### config.mk
export PLATFORM = sky130hd
export DESIGN_NAME = lcell_top
export DESIGN_NICKNAME = d
export VERILOG_FILES = /design/src/common/lcell_pkg.sv /design/src/common/lcell_tbl_if.sv /design/src/hdl/lcell_lut_store.sv /design/src/hdl/lcell_top.sv
export SDC_FILE = /design/constraint.sdc
export NUM_CORES = 1
export LEC_CHECK = 0
export ABC_AREA = 1
export BUFFER_PORTS_ARGS = -buffer_cell sky130_fd_sc_hd__buf_2
export CAP_MARGIN = 20
export CORE_ASPECT_RATIO = 1.5
export CORE_MARGIN = 2
export CORE_UTILIZATION = 50
export CTS_CLUSTER_DIAMETER = 120
export CTS_CLUSTER_SIZE = 25
export DETAILED_ROUTE_END_ITERATION = 7
export GPL_TIMING_DRIVEN = 0
export PLACE_DENSITY = 0.8
export SETUP_SLACK_MARGIN = 0.15
export SLEW_MARGIN = 40
export SYNTH_ARGS = -nofsm -noshare
export SYNTH_HDL_FRONTEND = slang
export SYNTH_HIERARCHICAL = 1
export SYNTH_SLANG_ARGS = --single-unit
### constraint.sdc
create_clock -name core_clk -period 2.55 [get_ports core_clk]
set_input_delay 0.3825 -clock core_clk [delete_from_list [all_inputs] [get_ports core_clk]]
set_output_delay 0.3825 -clock core_clk [all_outputs]
set_load 0.02 [all_outputs]
### src/common/lcell_pkg.sv
package lcell_pkg;
  // ==========================================================================
  // Register map (byte offsets on the Avalon-MM slave).
  localparam int unsigned ADDR_W     = 4;
  localparam logic [3:0]  OFF_CTRL   = 4'h0;
  localparam logic [3:0]  OFF_LUT_FG = 4'h4;
  localparam logic [3:0]  OFF_LUT_H  = 4'h8;
  localparam logic [3:0]  OFF_STATUS = 4'hC;
  // ==========================================================================
  // Control register field positions.
  localparam int unsigned CTL_RAM_EN = 0;
  localparam int unsigned CTL_ORG    = 1;
  localparam int unsigned CTL_X_SEL  = 2;
  localparam int unsigned CTL_Y_SEL  = 3;
  localparam int unsigned CTL_XQ_SRC = 4;
  localparam int unsigned CTL_YQ_SRC = 6;
  localparam int unsigned CTL_CARRY  = 8;
  localparam int unsigned CTL_DIR    = 10;
  localparam logic [31:0] CTRL_MASK  = 32'h0000_07FF;
  // ==========================================================================
  // Reset values and table sizes.
  localparam logic [31:0] CTRL_RST   = 32'h0000_0000;
  localparam logic [15:0] LUT_F_RST  = 16'h0000;
  localparam logic [15:0] LUT_G_RST  = 16'h0000;
  localparam logic [7:0]  LUT_H_RST  = 8'h00;
  localparam int unsigned TBL_DEPTH  = 16;
  localparam int unsigned TBL_AW     = 4;
  localparam int unsigned H_DEPTH    = 8;
  // ==========================================================================
  // Flip-flop source choice and carry mode.
  typedef enum logic [1:0] {LC_SRC_GEN, LC_SRC_H, LC_SRC_DIN, LC_SRC_ALT} lcell_src_t;
  typedef enum logic [1:0] {LC_CARRY_OFF, LC_CARRY_ONE, LC_CARRY_TWO, LC_CARRY_RSVD} lcell_carry_t;
endpackage : lcell_pkg

### src/common/lcell_tbl_if.sv
`timescale 1ns/1ps
interface lcell_tbl_if;
  logic [lcell_pkg::TBL_AW-1:0] f_addr;
  logic [lcell_pkg::TBL_AW-1:0] g_addr;
  logic                         f_we;
  logic                         g_we;
  logic                         f_wd;
  logic                         g_wd;
  logic                         cfg_we;
  logic [31:0]                  cfg_data;
  logic                         f_rd;
  logic                         g_rd;
  logic [31:0]                  tbl;
  modport ctl   (output f_addr, g_addr, f_we, g_we, f_wd, g_wd, cfg_we, cfg_data, input f_rd, g_rd, tbl);
  modport store (input f_addr, g_addr, f_we, g_we, f_wd, g_wd, cfg_we, cfg_data, output f_rd, g_rd, tbl);
endinterface : lcell_tbl_if

### src/hdl/lcell_lut_store.sv
`timescale 1ns/1ps
module lcell_lut_store #(
  parameter int unsigned DEPTH = lcell_pkg::TBL_DEPTH
) (
  input  wire logic    core_clk,
  input  wire logic    resetn,
  lcell_tbl_if.store   tbl_if
);
  logic [DEPTH-1:0] f_tbl_q;
  logic [DEPTH-1:0] g_tbl_q;

  // ==========================================================================
  // Table storage: bus loads both tables whole, the write strobe one entry.
  always_ff @(posedge core_clk) begin
    if (!resetn) begin
      f_tbl_q <= lcell_pkg::LUT_F_RST;
    end else if (tbl_if.f_we) begin
      f_tbl_q[tbl_if.f_addr] <= tbl_if.f_wd;
    end else if (tbl_if.cfg_we) begin
      f_tbl_q <= tbl_if.cfg_data[DEPTH-1:0];
    end
  end

  always_ff @(posedge core_clk) begin
    if (!resetn) begin
      g_tbl_q <= lcell_pkg::LUT_G_RST;
    end else if (tbl_if.g_we) begin
      g_tbl_q[tbl_if.g_addr] <= tbl_if.g_wd;
    end else if (tbl_if.cfg_we) begin
      g_tbl_q <= tbl_if.cfg_data[2*DEPTH-1:DEPTH];
    end
  end

  // Reads are pure look-ups of the current address, as in logic mode.
  assign tbl_if.f_rd = f_tbl_q[tbl_if.f_addr];
  assign tbl_if.g_rd = g_tbl_q[tbl_if.g_addr];
  assign tbl_if.tbl  = {g_tbl_q, f_tbl_q};
endmodule : lcell_lut_store

### src/hdl/lcell_top.sv
`timescale 1ns/1ps
// Contract
// - F and G tables each have their own four inputs.
// - H table combines F, G and the extra input.
// - F, G and H together realise any function of five inputs.
// - Each flip-flop can store a generator output or the direct data pin.
// - Extra input can bypass H to feed the Y flip-flop directly.
// - Separate combinational and registered output pairs, usable together.
// - Carry logic gives one or two arithmetic bits per cell.
// - Carry runs upward or downward along the column, selectable.
// - RAM mode makes the tables writable storage.
// - RAM organised 16 words by 2 bits or 32 words by 1 bit.
// - Table inputs serve as the word address in RAM mode.
// - 16x2 writes take data from the direct pin and extra input.
// - 32x1 writes take the direct pin; fifth address pin adds a bit.
// - Set/reset pin acts as the write strobe in RAM mode.
// - Read data on F and G in 16x2, on H in 32x1.
// - RAM read data still drive output pins or the flip-flops.
// - In 16x2 the H table still combines both read outputs.
// - In 32x1 flip-flops can catch read data and write data.
module lcell_top (
  input  wire logic        core_clk,
  input  wire logic        resetn,
  input  wire logic [3:0]  avs_address,
  input  wire logic        avs_read,
  input  wire logic        avs_write,
  input  wire logic [31:0] avs_writedata,
  input  wire logic [3:0]  avs_byteenable,
  output logic      [31:0] avs_readdata,
  output logic             avs_waitrequest,
  input  wire logic [3:0]  f_in,
  input  wire logic [3:0]  g_in,
  input  wire logic        extra_input,
  input  wire logic        din,
  input  wire logic        set_reset,
  input  wire logic        fifth_address_pin,
  input  wire logic        carry_from_below,
  input  wire logic        carry_from_above,
  output logic             carry_to_above,
  output logic             carry_to_below,
  output logic             x_out,
  output logic             y_out,
  output logic             xq_out,
  output logic             yq_out
);
  lcell_tbl_if tbl_if ();

  logic [31:0]                ctrl_q;
  logic [lcell_pkg::H_DEPTH-1:0] lut_h_q;
  logic                       ack_q;
  logic [31:0]                rdata_q;
  logic                       xq_q;
  logic                       yq_q;
  logic                       bus_req;
  logic                       bus_wr;
  logic [31:0]                rd_mux;
  logic                       ram_en;
  logic                       org32;
  lcell_pkg::lcell_src_t      xq_src;
  lcell_pkg::lcell_src_t      yq_src;
  lcell_pkg::lcell_carry_t    carry_mode;
  logic                       carry_down;
  logic                       carry_in;
  logic                       carry_mid;
  logic                       carry_out;
  logic                       f_val;
  logic                       g_val;
  logic                       h_val;
  logic                       ram_wr;

  // ==========================================================================
  // Avalon-MM slave: one wait cycle, then the answer.
  function automatic logic [31:0] be_merge(input logic [31:0] old_v, input logic [31:0] new_v,
                                           input logic [3:0] be);
    logic [31:0] res;
    res = old_v;
    for (int i = 0; i < 4; i++) begin
      if (be[i]) begin
        res[8*i +: 8] = new_v[8*i +: 8];
      end
    end
    return res;
  endfunction : be_merge

  assign bus_req         = avs_read | avs_write;
  assign avs_waitrequest = bus_req & ~ack_q;
  assign bus_wr          = avs_write & ack_q;
  assign avs_readdata    = rdata_q;

  always_ff @(posedge core_clk) begin
    if (!resetn) begin
      ack_q <= 1'b0;
    end else begin
      ack_q <= bus_req & ~ack_q;
    end
  end

  always_comb begin
    case (avs_address)
      lcell_pkg::OFF_CTRL:   rd_mux = ctrl_q;
      lcell_pkg::OFF_LUT_FG: rd_mux = tbl_if.tbl;
      lcell_pkg::OFF_LUT_H:  rd_mux = {24'h00_0000, lut_h_q};
      lcell_pkg::OFF_STATUS: rd_mux = {25'h000_0000, yq_q, xq_q, y_out, x_out, h_val, g_val, f_val};
      default:               rd_mux = 32'h0000_0000;
    endcase
  end

  always_ff @(posedge core_clk) begin
    if (!resetn) begin
      rdata_q <= 32'h0000_0000;
    end else if (avs_read & ~ack_q) begin
      rdata_q <= rd_mux;
    end
  end

  always_ff @(posedge core_clk) begin
    if (!resetn) begin
      ctrl_q <= lcell_pkg::CTRL_RST;
    end else if (bus_wr && avs_address == lcell_pkg::OFF_CTRL) begin
      ctrl_q <= be_merge(ctrl_q, avs_writedata, avs_byteenable) & lcell_pkg::CTRL_MASK;
    end
  end

  always_ff @(posedge core_clk) begin
    if (!resetn) begin
      lut_h_q <= lcell_pkg::LUT_H_RST;
    end else if (bus_wr && avs_address == lcell_pkg::OFF_LUT_H) begin
      lut_h_q <= avs_writedata[lcell_pkg::H_DEPTH-1:0];
    end
  end

  // ==========================================================================
  // Configuration decode.
  assign ram_en     = ctrl_q[lcell_pkg::CTL_RAM_EN];
  assign org32      = ctrl_q[lcell_pkg::CTL_ORG];
  assign xq_src     = lcell_pkg::lcell_src_t'(ctrl_q[lcell_pkg::CTL_XQ_SRC +: 2]);
  assign yq_src     = lcell_pkg::lcell_src_t'(ctrl_q[lcell_pkg::CTL_YQ_SRC +: 2]);
  assign carry_mode = lcell_pkg::lcell_carry_t'(ctrl_q[lcell_pkg::CTL_CARRY +: 2]);
  assign carry_down = ctrl_q[lcell_pkg::CTL_DIR];

  // ==========================================================================
  // Carry chain: the carry replaces the top table input so the tables form sums.
  assign carry_in  = carry_down ? carry_from_above : carry_from_below;
  assign carry_mid = (f_in[0] & f_in[1]) | (carry_in & (f_in[0] ^ f_in[1]));
  always_comb begin
    case (carry_mode)
      lcell_pkg::LC_CARRY_ONE: carry_out = carry_mid;
      lcell_pkg::LC_CARRY_TWO: carry_out = (g_in[0] & g_in[1]) | (carry_mid & (g_in[0] ^ g_in[1]));
      default:                 carry_out = 1'b0;
    endcase
  end
  assign carry_to_above = ~carry_down & carry_out;
  assign carry_to_below = carry_down & carry_out;

  // ==========================================================================
  // Table addressing and writes.
  always_comb begin
    tbl_if.f_addr = f_in;
    tbl_if.g_addr = g_in;
    if (!ram_en && carry_mode != lcell_pkg::LC_CARRY_OFF) begin
      tbl_if.f_addr[3] = carry_in;
      if (carry_mode == lcell_pkg::LC_CARRY_TWO) begin
        tbl_if.g_addr[3] = carry_mid;
      end
    end
  end

  assign ram_wr          = ram_en & set_reset;
  assign tbl_if.f_we     = ram_wr & (~org32 | ~fifth_address_pin);
  assign tbl_if.g_we     = ram_wr & (~org32 | fifth_address_pin);
  assign tbl_if.f_wd     = din;
  assign tbl_if.g_wd     = org32 ? din : extra_input;
  assign tbl_if.cfg_we   = bus_wr && avs_address == lcell_pkg::OFF_LUT_FG;
  assign tbl_if.cfg_data = be_merge(tbl_if.tbl, avs_writedata, avs_byteenable);

  lcell_lut_store #(
    .DEPTH (lcell_pkg::TBL_DEPTH)
  ) u_store (
    .core_clk (core_clk),
    .resetn   (resetn),
    .tbl_if   (tbl_if)
  );

  // ==========================================================================
  // Function generators and outputs.
  assign f_val = tbl_if.f_rd;
  assign g_val = tbl_if.g_rd;
  always_comb begin
    if (ram_en && org32) begin
      h_val = fifth_address_pin ? g_val : f_val;
    end else begin
      h_val = lut_h_q[{extra_input, g_val, f_val}];
    end
  end

  assign x_out = ctrl_q[lcell_pkg::CTL_X_SEL] ? h_val : f_val;
  assign y_out = ctrl_q[lcell_pkg::CTL_Y_SEL] ? h_val : g_val;
  assign xq_out = xq_q;
  assign yq_out = yq_q;

  // In logic mode the set/reset pin clears both flip-flops.
  always_ff @(posedge core_clk) begin
    if (!resetn || (!ram_en && set_reset)) begin
      xq_q <= 1'b0;
    end else begin
      case (xq_src)
        lcell_pkg::LC_SRC_GEN: xq_q <= f_val;
        lcell_pkg::LC_SRC_H:   xq_q <= h_val;
        lcell_pkg::LC_SRC_DIN: xq_q <= din;
        lcell_pkg::LC_SRC_ALT: xq_q <= g_val;
        default:               xq_q <= 1'b0;
      endcase
    end
  end

  always_ff @(posedge core_clk) begin
    if (!resetn || (!ram_en && set_reset)) begin
      yq_q <= 1'b0;
    end else begin
      case (yq_src)
        lcell_pkg::LC_SRC_GEN: yq_q <= g_val;
        lcell_pkg::LC_SRC_H:   yq_q <= h_val;
        lcell_pkg::LC_SRC_DIN: yq_q <= din;
        lcell_pkg::LC_SRC_ALT: yq_q <= extra_input;
        default:               yq_q <= 1'b0;
      endcase
    end
  end
endmodule : lcell_top

# Yosys cells after proc, flatten, opt, wreduce, memory -nomap -nowiden

Cells that the tools add are included.

Flip-flop bits (word level): 86
Input port bits: 58
Output and inout bits: 39
Logic and storage cells: 110

$lt $le $gt $ge: 5
Eq/ne operators: 11
Muxes and demuxes: 33
Bitwise operators: 23
Reduce and logical (&&, ||, !) cells: 27

Operators by type and width:

| operator                                                   | number |
|---|---|
| case mux 32 bit (4 select lines)                           | 1 |
| 2-to-1 mux 16 bit                                          | 4 |
| bitwise mux 16 bit                                         | 2 |
| 2-to-1 mux 8 bit                                           | 4 |
| 2-to-1 mux 1 bit                                           | 14 |
| nonzero test 2 bit                                         | 7 |
| bitwise AND 1 bit                                          | 12 |
| AND reduction 2 bit                                        | 6 |
| == test 2 bit, second input constant                       | 5 |
| less-than comparator 4 x 5 -> 1 bit, second input constant | 2 |
| binary-select mux 1 bit (select 4 bit)                     | 2 |
| demux 1 bit (select 4 bit)                                 | 2 |
| == test 4 bit, second input constant                       | 2 |
| >= comparator 4 x 1 -> 1 bit, second input constant        | 2 |
| logical AND 1 bit                                          | 8 |
| case mux 1 bit (4 select lines)                            | 2 |
| == test 2 x 1 -> 1 bit, second input constant              | 3 |
| OR 1 bit                                                   | 5 |
| == test 4 x 3 -> 1 bit, second input constant              | 1 |
| logical NOT 2 bit                                          | 2 |
| logical NOT 4 bit                                          | 1 |
| less-than comparator 3 x 4 -> 1 bit, second input constant | 1 |
| inverter 1 bit                                             | 4 |
| binary-select mux 1 bit (select 3 bit)                     | 1 |
| other kinds (4)                                            | 6 |

# Logic depth before layout (Yosys ltp)

Depth after elaboration: 12
Mapped depth: 22
Mapped depth without buffers: 22

# Modules after synthesis

Netlist, hierarchy kept.

By module, submodules not included:

| module          | times used | cells an instance | area each (µm²) | seq. area each (µm²) |
|---|---|---|---|---|
| lcell_top       | 1          | 401               | 2927.8          | 1081.0 |
| lcell_lut_store | 1          | 438               | 2353.5          | 640.6 |

# Worst setup path before layout

No wires, ideal clock.

Path type: register -> output
Start point: register ctrl_q[8]
End point: output x_out
Arrival time: 2.194 ns
Data required time: 2.168 ns
Setup slack: -0.026 ns
Stages on the path, launching flop included: 20
Path buffers: 0
Cell sequence: dfxtp_1 > inv_1 > ha_1 > nor2_1 > nor2_1 > a31oi_1 > inv_1 > nand2_1 > inv_1 > nand2_1 > nand2_1 > inv_1 > nand2_1 > inv_2 > nand2_1 > nand3_2 > nand3_2 > nand3_2 > nand3_1 > and2_2

Word-level cells in the longest chain between the ends: 9
Elaborated cells on any way between the ends: 15
Classes of those cells: eq/ne: 1; mux: 12; reduce/logical: 2

RTL lines:

| item                                       | line                  | source |
|---|---|---|
| from (decl)                                | lcell_top.sv:48       | `logic [31:0] ctrl_q;` |
| from (signal assigned)                     | lcell_top.sv:118      | `ctrl_q <= lcell_pkg::CTRL_RST;` |
| from (signal assigned)                     | lcell_top.sv:120      | `ctrl_q <= be_merge(ctrl_q, avs_writedata, avs_byteenable) & lcell_pkg::CTRL_MASK;` |
| nonzero test 2 bit (*)                     | lcell_top.sv:160      | `if (!ram_en && carry_mode != lcell_pkg::LC_CARRY_OFF) begin` |
| logical AND 1 bit (*)                      | lcell_top.sv:160      |  |
| 2-to-1 mux 1 bit (*)                       | lcell_top.sv:160      |  |
| net tbl_if.f_addr (one bit)                | lcell_tbl_if.sv:3     | `logic [lcell_pkg::TBL_AW-1:0] f_addr;` |
| binary-select mux 1 bit (select 4 bit) (*) | lcell_lut_store.sv:35 | `assign tbl_if.f_rd = f_tbl_q[tbl_if.f_addr];` |
| 2-to-1 mux 1 bit (not written as such) (*) | lcell_lut_store.sv:35 |  |
| net f_val                                  | lcell_top.sv:66       | `logic f_val;` |
| binary-select mux 1 bit (select 3 bit)     | lcell_top.sv:192      | `h_val = lut_h_q[{extra_input, g_val, f_val}];` |
| 2-to-1 mux 1 bit (not written as such)     | lcell_top.sv:192      |  |
| 2-to-1 mux 1 bit                           | lcell_top.sv:189      | `if (ram_en && org32) begin` |
| 2-to-1 mux 1 bit (*)                       | lcell_top.sv:196      | `assign x_out = ctrl_q[lcell_pkg::CTL_X_SEL] ? h_val : f_val;` |
| to (decl)                                  | lcell_top.sv:41       | `output logic x_out,` |

The timed path passes the listed nets; every way through them passes the cells marked *. The select of a mux whose other input is x is not followed.

# Worst setup path after layout

Start point: register ctrl_q[8]
End point: output y_out

Word-level cells in the longest chain between the ends: 9
Elaborated cells on any way between the ends: 15
Classes of those cells: eq/ne: 1; mux: 12; reduce/logical: 2

RTL lines:

| item                                                         | line                               | source |
|---|---|---|
| == test 2 bit / nonzero test 2 bit (equally long branches)   | lcell_top.sv:162, lcell_top.sv:160 |  |
| 2-to-1 mux 1 bit / logical AND 1 bit (equally long branches) | lcell_top.sv:162, lcell_top.sv:160 |  |
| 2-to-1 mux 1 bit (*)                                         | lcell_top.sv:160                   |  |
| net tbl_if.g_addr (one bit)                                  | lcell_tbl_if.sv:4                  | `logic [lcell_pkg::TBL_AW-1:0] g_addr;` |
| binary-select mux 1 bit (select 4 bit) (*)                   | lcell_lut_store.sv:36              | `assign tbl_if.g_rd = g_tbl_q[tbl_if.g_addr];` |
| 2-to-1 mux 1 bit (not written as such) (*)                   | lcell_lut_store.sv:36              |  |
| net g_val                                                    | lcell_top.sv:67                    | `logic g_val;` |
| binary-select mux 1 bit (select 3 bit)                       | lcell_top.sv:192                   |  |
| 2-to-1 mux 1 bit (not written as such)                       | lcell_top.sv:192                   |  |
| 2-to-1 mux 1 bit                                             | lcell_top.sv:189                   |  |
| 2-to-1 mux 1 bit (*)                                         | lcell_top.sv:197                   | `assign y_out = ctrl_q[lcell_pkg::CTL_Y_SEL] ? h_val : g_val;` |
| to (decl)                                                    | lcell_top.sv:42                    | `output logic y_out,` |

Marked as above.

==> impl_metrics.py <==
metrics = {
    "setup_path": {
        "path_cells": "inv_4, ha_4, nor2_4, nand2_2, mux2i_4, inv_4, inv_4, nand2_4, inv_2, nand2_2, nand2_2, inv_2, nand2_4, inv_6, nand3_2, nand3_2, nand3_4, nand3_2, and2_4, buf_6",
        "r2r_slack_ps": -480,
        "crit_required_ps": 2170,
        "setup.worst_path.start_class": "flop",
        "critical_path_cell_count": 20,
        "setup.worst_path.class": "flop to output port",
        "top_delay_family_on_crit_path": "simple AND/OR/NAND/NOR gates",
        "number_of_cells_traversed_by_the_worst_register_to_register_path": 25,
        "regToRegStartpoint": "ctrl_q[8]",
        "crit_path_end": "y_out",
        "critical_path_cell_with_the_highest_stage_delay": "dfxtp_2",
        "timing.critical_path.from": "ctrl_q[8]",
        "arrival_ps": 2680,
        "cpPeakStageDelay_ps": 350,
        "rr_endpoint": "avs_readdata[2]",
        "worst-path-buf-inv": 7,
        "end_kind": "output port",
        "cp_max_fo": 5,
    },
    "global_routing": {
        "first_pass_grt_wire_length_mm": 26.63,
        "antenna_found_initial": 0,
        "gr-total-overflow": 0,
        "grt_usage_pct": 29.95,
        "number_of_global_route_vias_before_repair": 5770,
        "grt_max_degree": 14,
    },
    "sta": {
        "clock-skew-final_ps": 3.995,
        "timing.slew.headroom_pct": 43.65,
        "timing.final.hold_violations": 0,
        "finalMaxSlewViolations": 0,
        "finalCriticalPeriod_ps": 3065,
        "tightest_slew_ps": 836.4,
        "timing.hold.ws_ps": 353.5,
        "final_min_period_over_clock_period_pct": 120.2,
        "postLayoutSetupSlackWorst_ps": -515.1,
        "max_freq_ghz": 0.3263,
        "setup_viol": 6,
        "unrepaired_setup_endpoints_after_global_routing": "yes",
    },
    "synthesis": {
        "synthesis.instances": 839,
        "yosysWarnings": 6,
        "synth_area_leader_cell": "dfxtp_1",
        "synthesis.area_per_instance_um2": 6.295,
        "synth_enable_flop_cells": 0,
        "synth-seq-area-share_pct": 32.60,
        "synth.top_cells.by_area": "dfxtp_1 33%, nand2_1 20%, o21ai_0 9.0%",
        "asyncSetResetFlopFracSynth_pct": 0,
        "synth_largest_type_area_fraction_pct": 32.60,
        "mappedNetlistArea_um2": 5281,
        "synth.distinct_cells": 32,
        "syn_nets": 902,
        "synth.ff_latch_count": 86,
        "synth_top_flop_cell": "dfxtp_1",
    },
    "final_layout": {
        "fraction_of_layout_instances_using_a_drive_strength_above_1_pct": 25.69,
        "final_cell_count_no_fill": 1121,
        "mostFrequentLayoutCells": "262 x nand2_1, 100 x buf_2, 93 x o21ai_0",
        "final_common_cell": "nand2_1",
        "layout-area-overhead-vs-synth_pct": 26.20,
        "nets": 1035,
        "num_antenna_cells": 0,
    },
    "placed_design": {
        "gp_congestion": 0.9848,
        "sum_of_net_half_perimeters_after_detailed_placement_mm": 12.23,
        "port-buffer-count": 94,
        "placed_cells": 1077,
    },
    "detailed_routing": {
        "drt_iter0_drc": 492,
        "vias": 5996,
        "first_pass_iters": 5,
        "detail_route.wl_per_cell_um": 15.36,
        "drt-vias-per-instance": 5.349,
        "antenna_violating_nets_post_route": 0,
        "detail_route.wirelength_mm": 17.22,
        "drcViolationCount": 0,
    },
    "floorplanning": {
        "die_area_um2": 11420,
        "fp.dieW_um": 87.92,
        "die_height_um": 129.9,
        "core.rowCount": 46,
        "initial_utilization_pct": 50.70,
        "pin_count": 97,
        "placeableCoreArea_um2": 10420,
    },
    "run": {
        "drv.max_cap_violation_count": 0,
    },
    "clocking": {
        "cts_buffer_depth": 2,
        "clock_insertion_delay_at_the_later_pin_of_the_skew_report_ps": 340,
        "clkSlewWorstSetupHoldPaths_ps": 60,
        "htree_levels": 3,
        "clock_buffer_count_from_cts": 9,
        "cts.sink_count": 86,
        "clock_tree_from_tritoncts": "yes",
        "clock_tree.root_cell": "clkbuf_16",
    },
    "pwr": {
        "leakage_nw": 3.140,
        "power_density_over_the_cells_nw_per_um2": 477.0,
        "power.ir.vdd_worst_mv": 0.3509,
    },
    "run_status": {
        "violations": "negative setup slack",
        "outcome": "complete, but fails checks",
    },
    "worst_hold_path": {
        "min-delay-path-class": "primary input to flop",
    },
}
-- synthesized netlist by cell type, drive strengths merged, types with 2 or more instances --
cell type and instances:
nand2 280, o21ai 97, nor2 90, dfxtp 86
inv 84, a21oi 62, nand3 33, mux2 21
clkbuf 19, buf 15, nor3 15, nand3b 11
o22ai 11, ha 5, and2 2, clkinv 2
-- worst register-to-register path, delay by kind of cell (launching register included) --
kind	cells	cell delay, ps
adders and majority gates	1	150
buffers and inverters	9	950
and+or+nand+nor	13	1250
AOI/OAI and AO/OA	2	250
DFF	1	350
-- kinds of logic after synthesis --
group	count (synthesis)	share of synthesized area, %
AND/OR/NAND/NOR	433	34.83
multiplexers	22	4.667
adder cells (fa/ha/maj)	5	1.185
AO/OA/AOI/OAI	173	16.99
buffers and inverters	120	9.737
flip-flops	86	32.60
-- flip-flops by register name, indices dropped and copies added, names as in the netlist --
| register | count |
|---|---|
| avs_readdata | 32 |
| u_store/f_tbl_q | 16 |
| u_store/g_tbl_q | 16 |
| ctrl_q | 11 |
| lut_h_q | 8 |
| ack_q | 1 |
| xq_out | 1 |
| yq_out | 1 |
-- layout make-up --
class	instances	area, µm²
Clock inverter	3	42.54
Tap cell	144	180.2
Multi-Input combinational cell	633	3228
Buffer	34	186.4
Inverter	86	345.3
Clock buffer	13	260.3
Timing Repair Buffer	122	696.9
Fill cell	981	3752
Sequential cell	86	1725
-- timing repair --
item,in CTS,in global routing
endpoints found under the setup margin,7,8
hold buffers,0,0
pin swaps,20,12
setup buffers,22,6
gates resized for setup,32,18
gates cloned,0,0
-- worst min-delay path by stage --
stage / start / endpoint / slack [ps] / depth (start not counted)
2_1_floorplan: lut_h_q[2] / lut_h_q[2] / 440 / 2
3_3_place_gp: avs_readdata[6] / avs_readdata[6] / 450 / 2
3_5_place_dp: avs_readdata[6] / avs_readdata[6] / 450 / 2
4_1_cts: avs_writedata[8] / ctrl_q[8] / 340 / 3
5_1_grt: avs_writedata[6] / lut_h_q[6] / 360 / 3
6_report: avs_read / ack_q / 350 / 3
-- report_power, final --
group          internal [mW]  total (mW)  switching (mW)
Combinational          0.159       0.439           0.281
Clock                  0.812        1.35           0.537
Sequential              1.37        1.39          0.0178
-- per-stage QoR --
step                util (%)  setup WS, ps  TNS, ps  area (µm²)  total power [mW]
finish                 63.98        -515.1    -2311        6665             3.179
global route           63.98        -636.4    -3189        6665             3.297
CTS                    63.13        -372.6    -1279        6576             3.172
detailed placement     57.58        -538.7    -2370        5998             1.805
global placement       57.58        -512.5    -2126        5998             1.802
floorplan                  -         153.6        0        5348             1.646
-- routing by layer --
layer	share of wire, %	GRT usage [%]	wire [µm]
met5	0	0	0
met4	5.9	19.28	1018
met3	6.4	5.440	1109
met2	51	54.19	8832
met1	36	31.03	6255
Note: power is estimated with default switching activity, not from simulation.
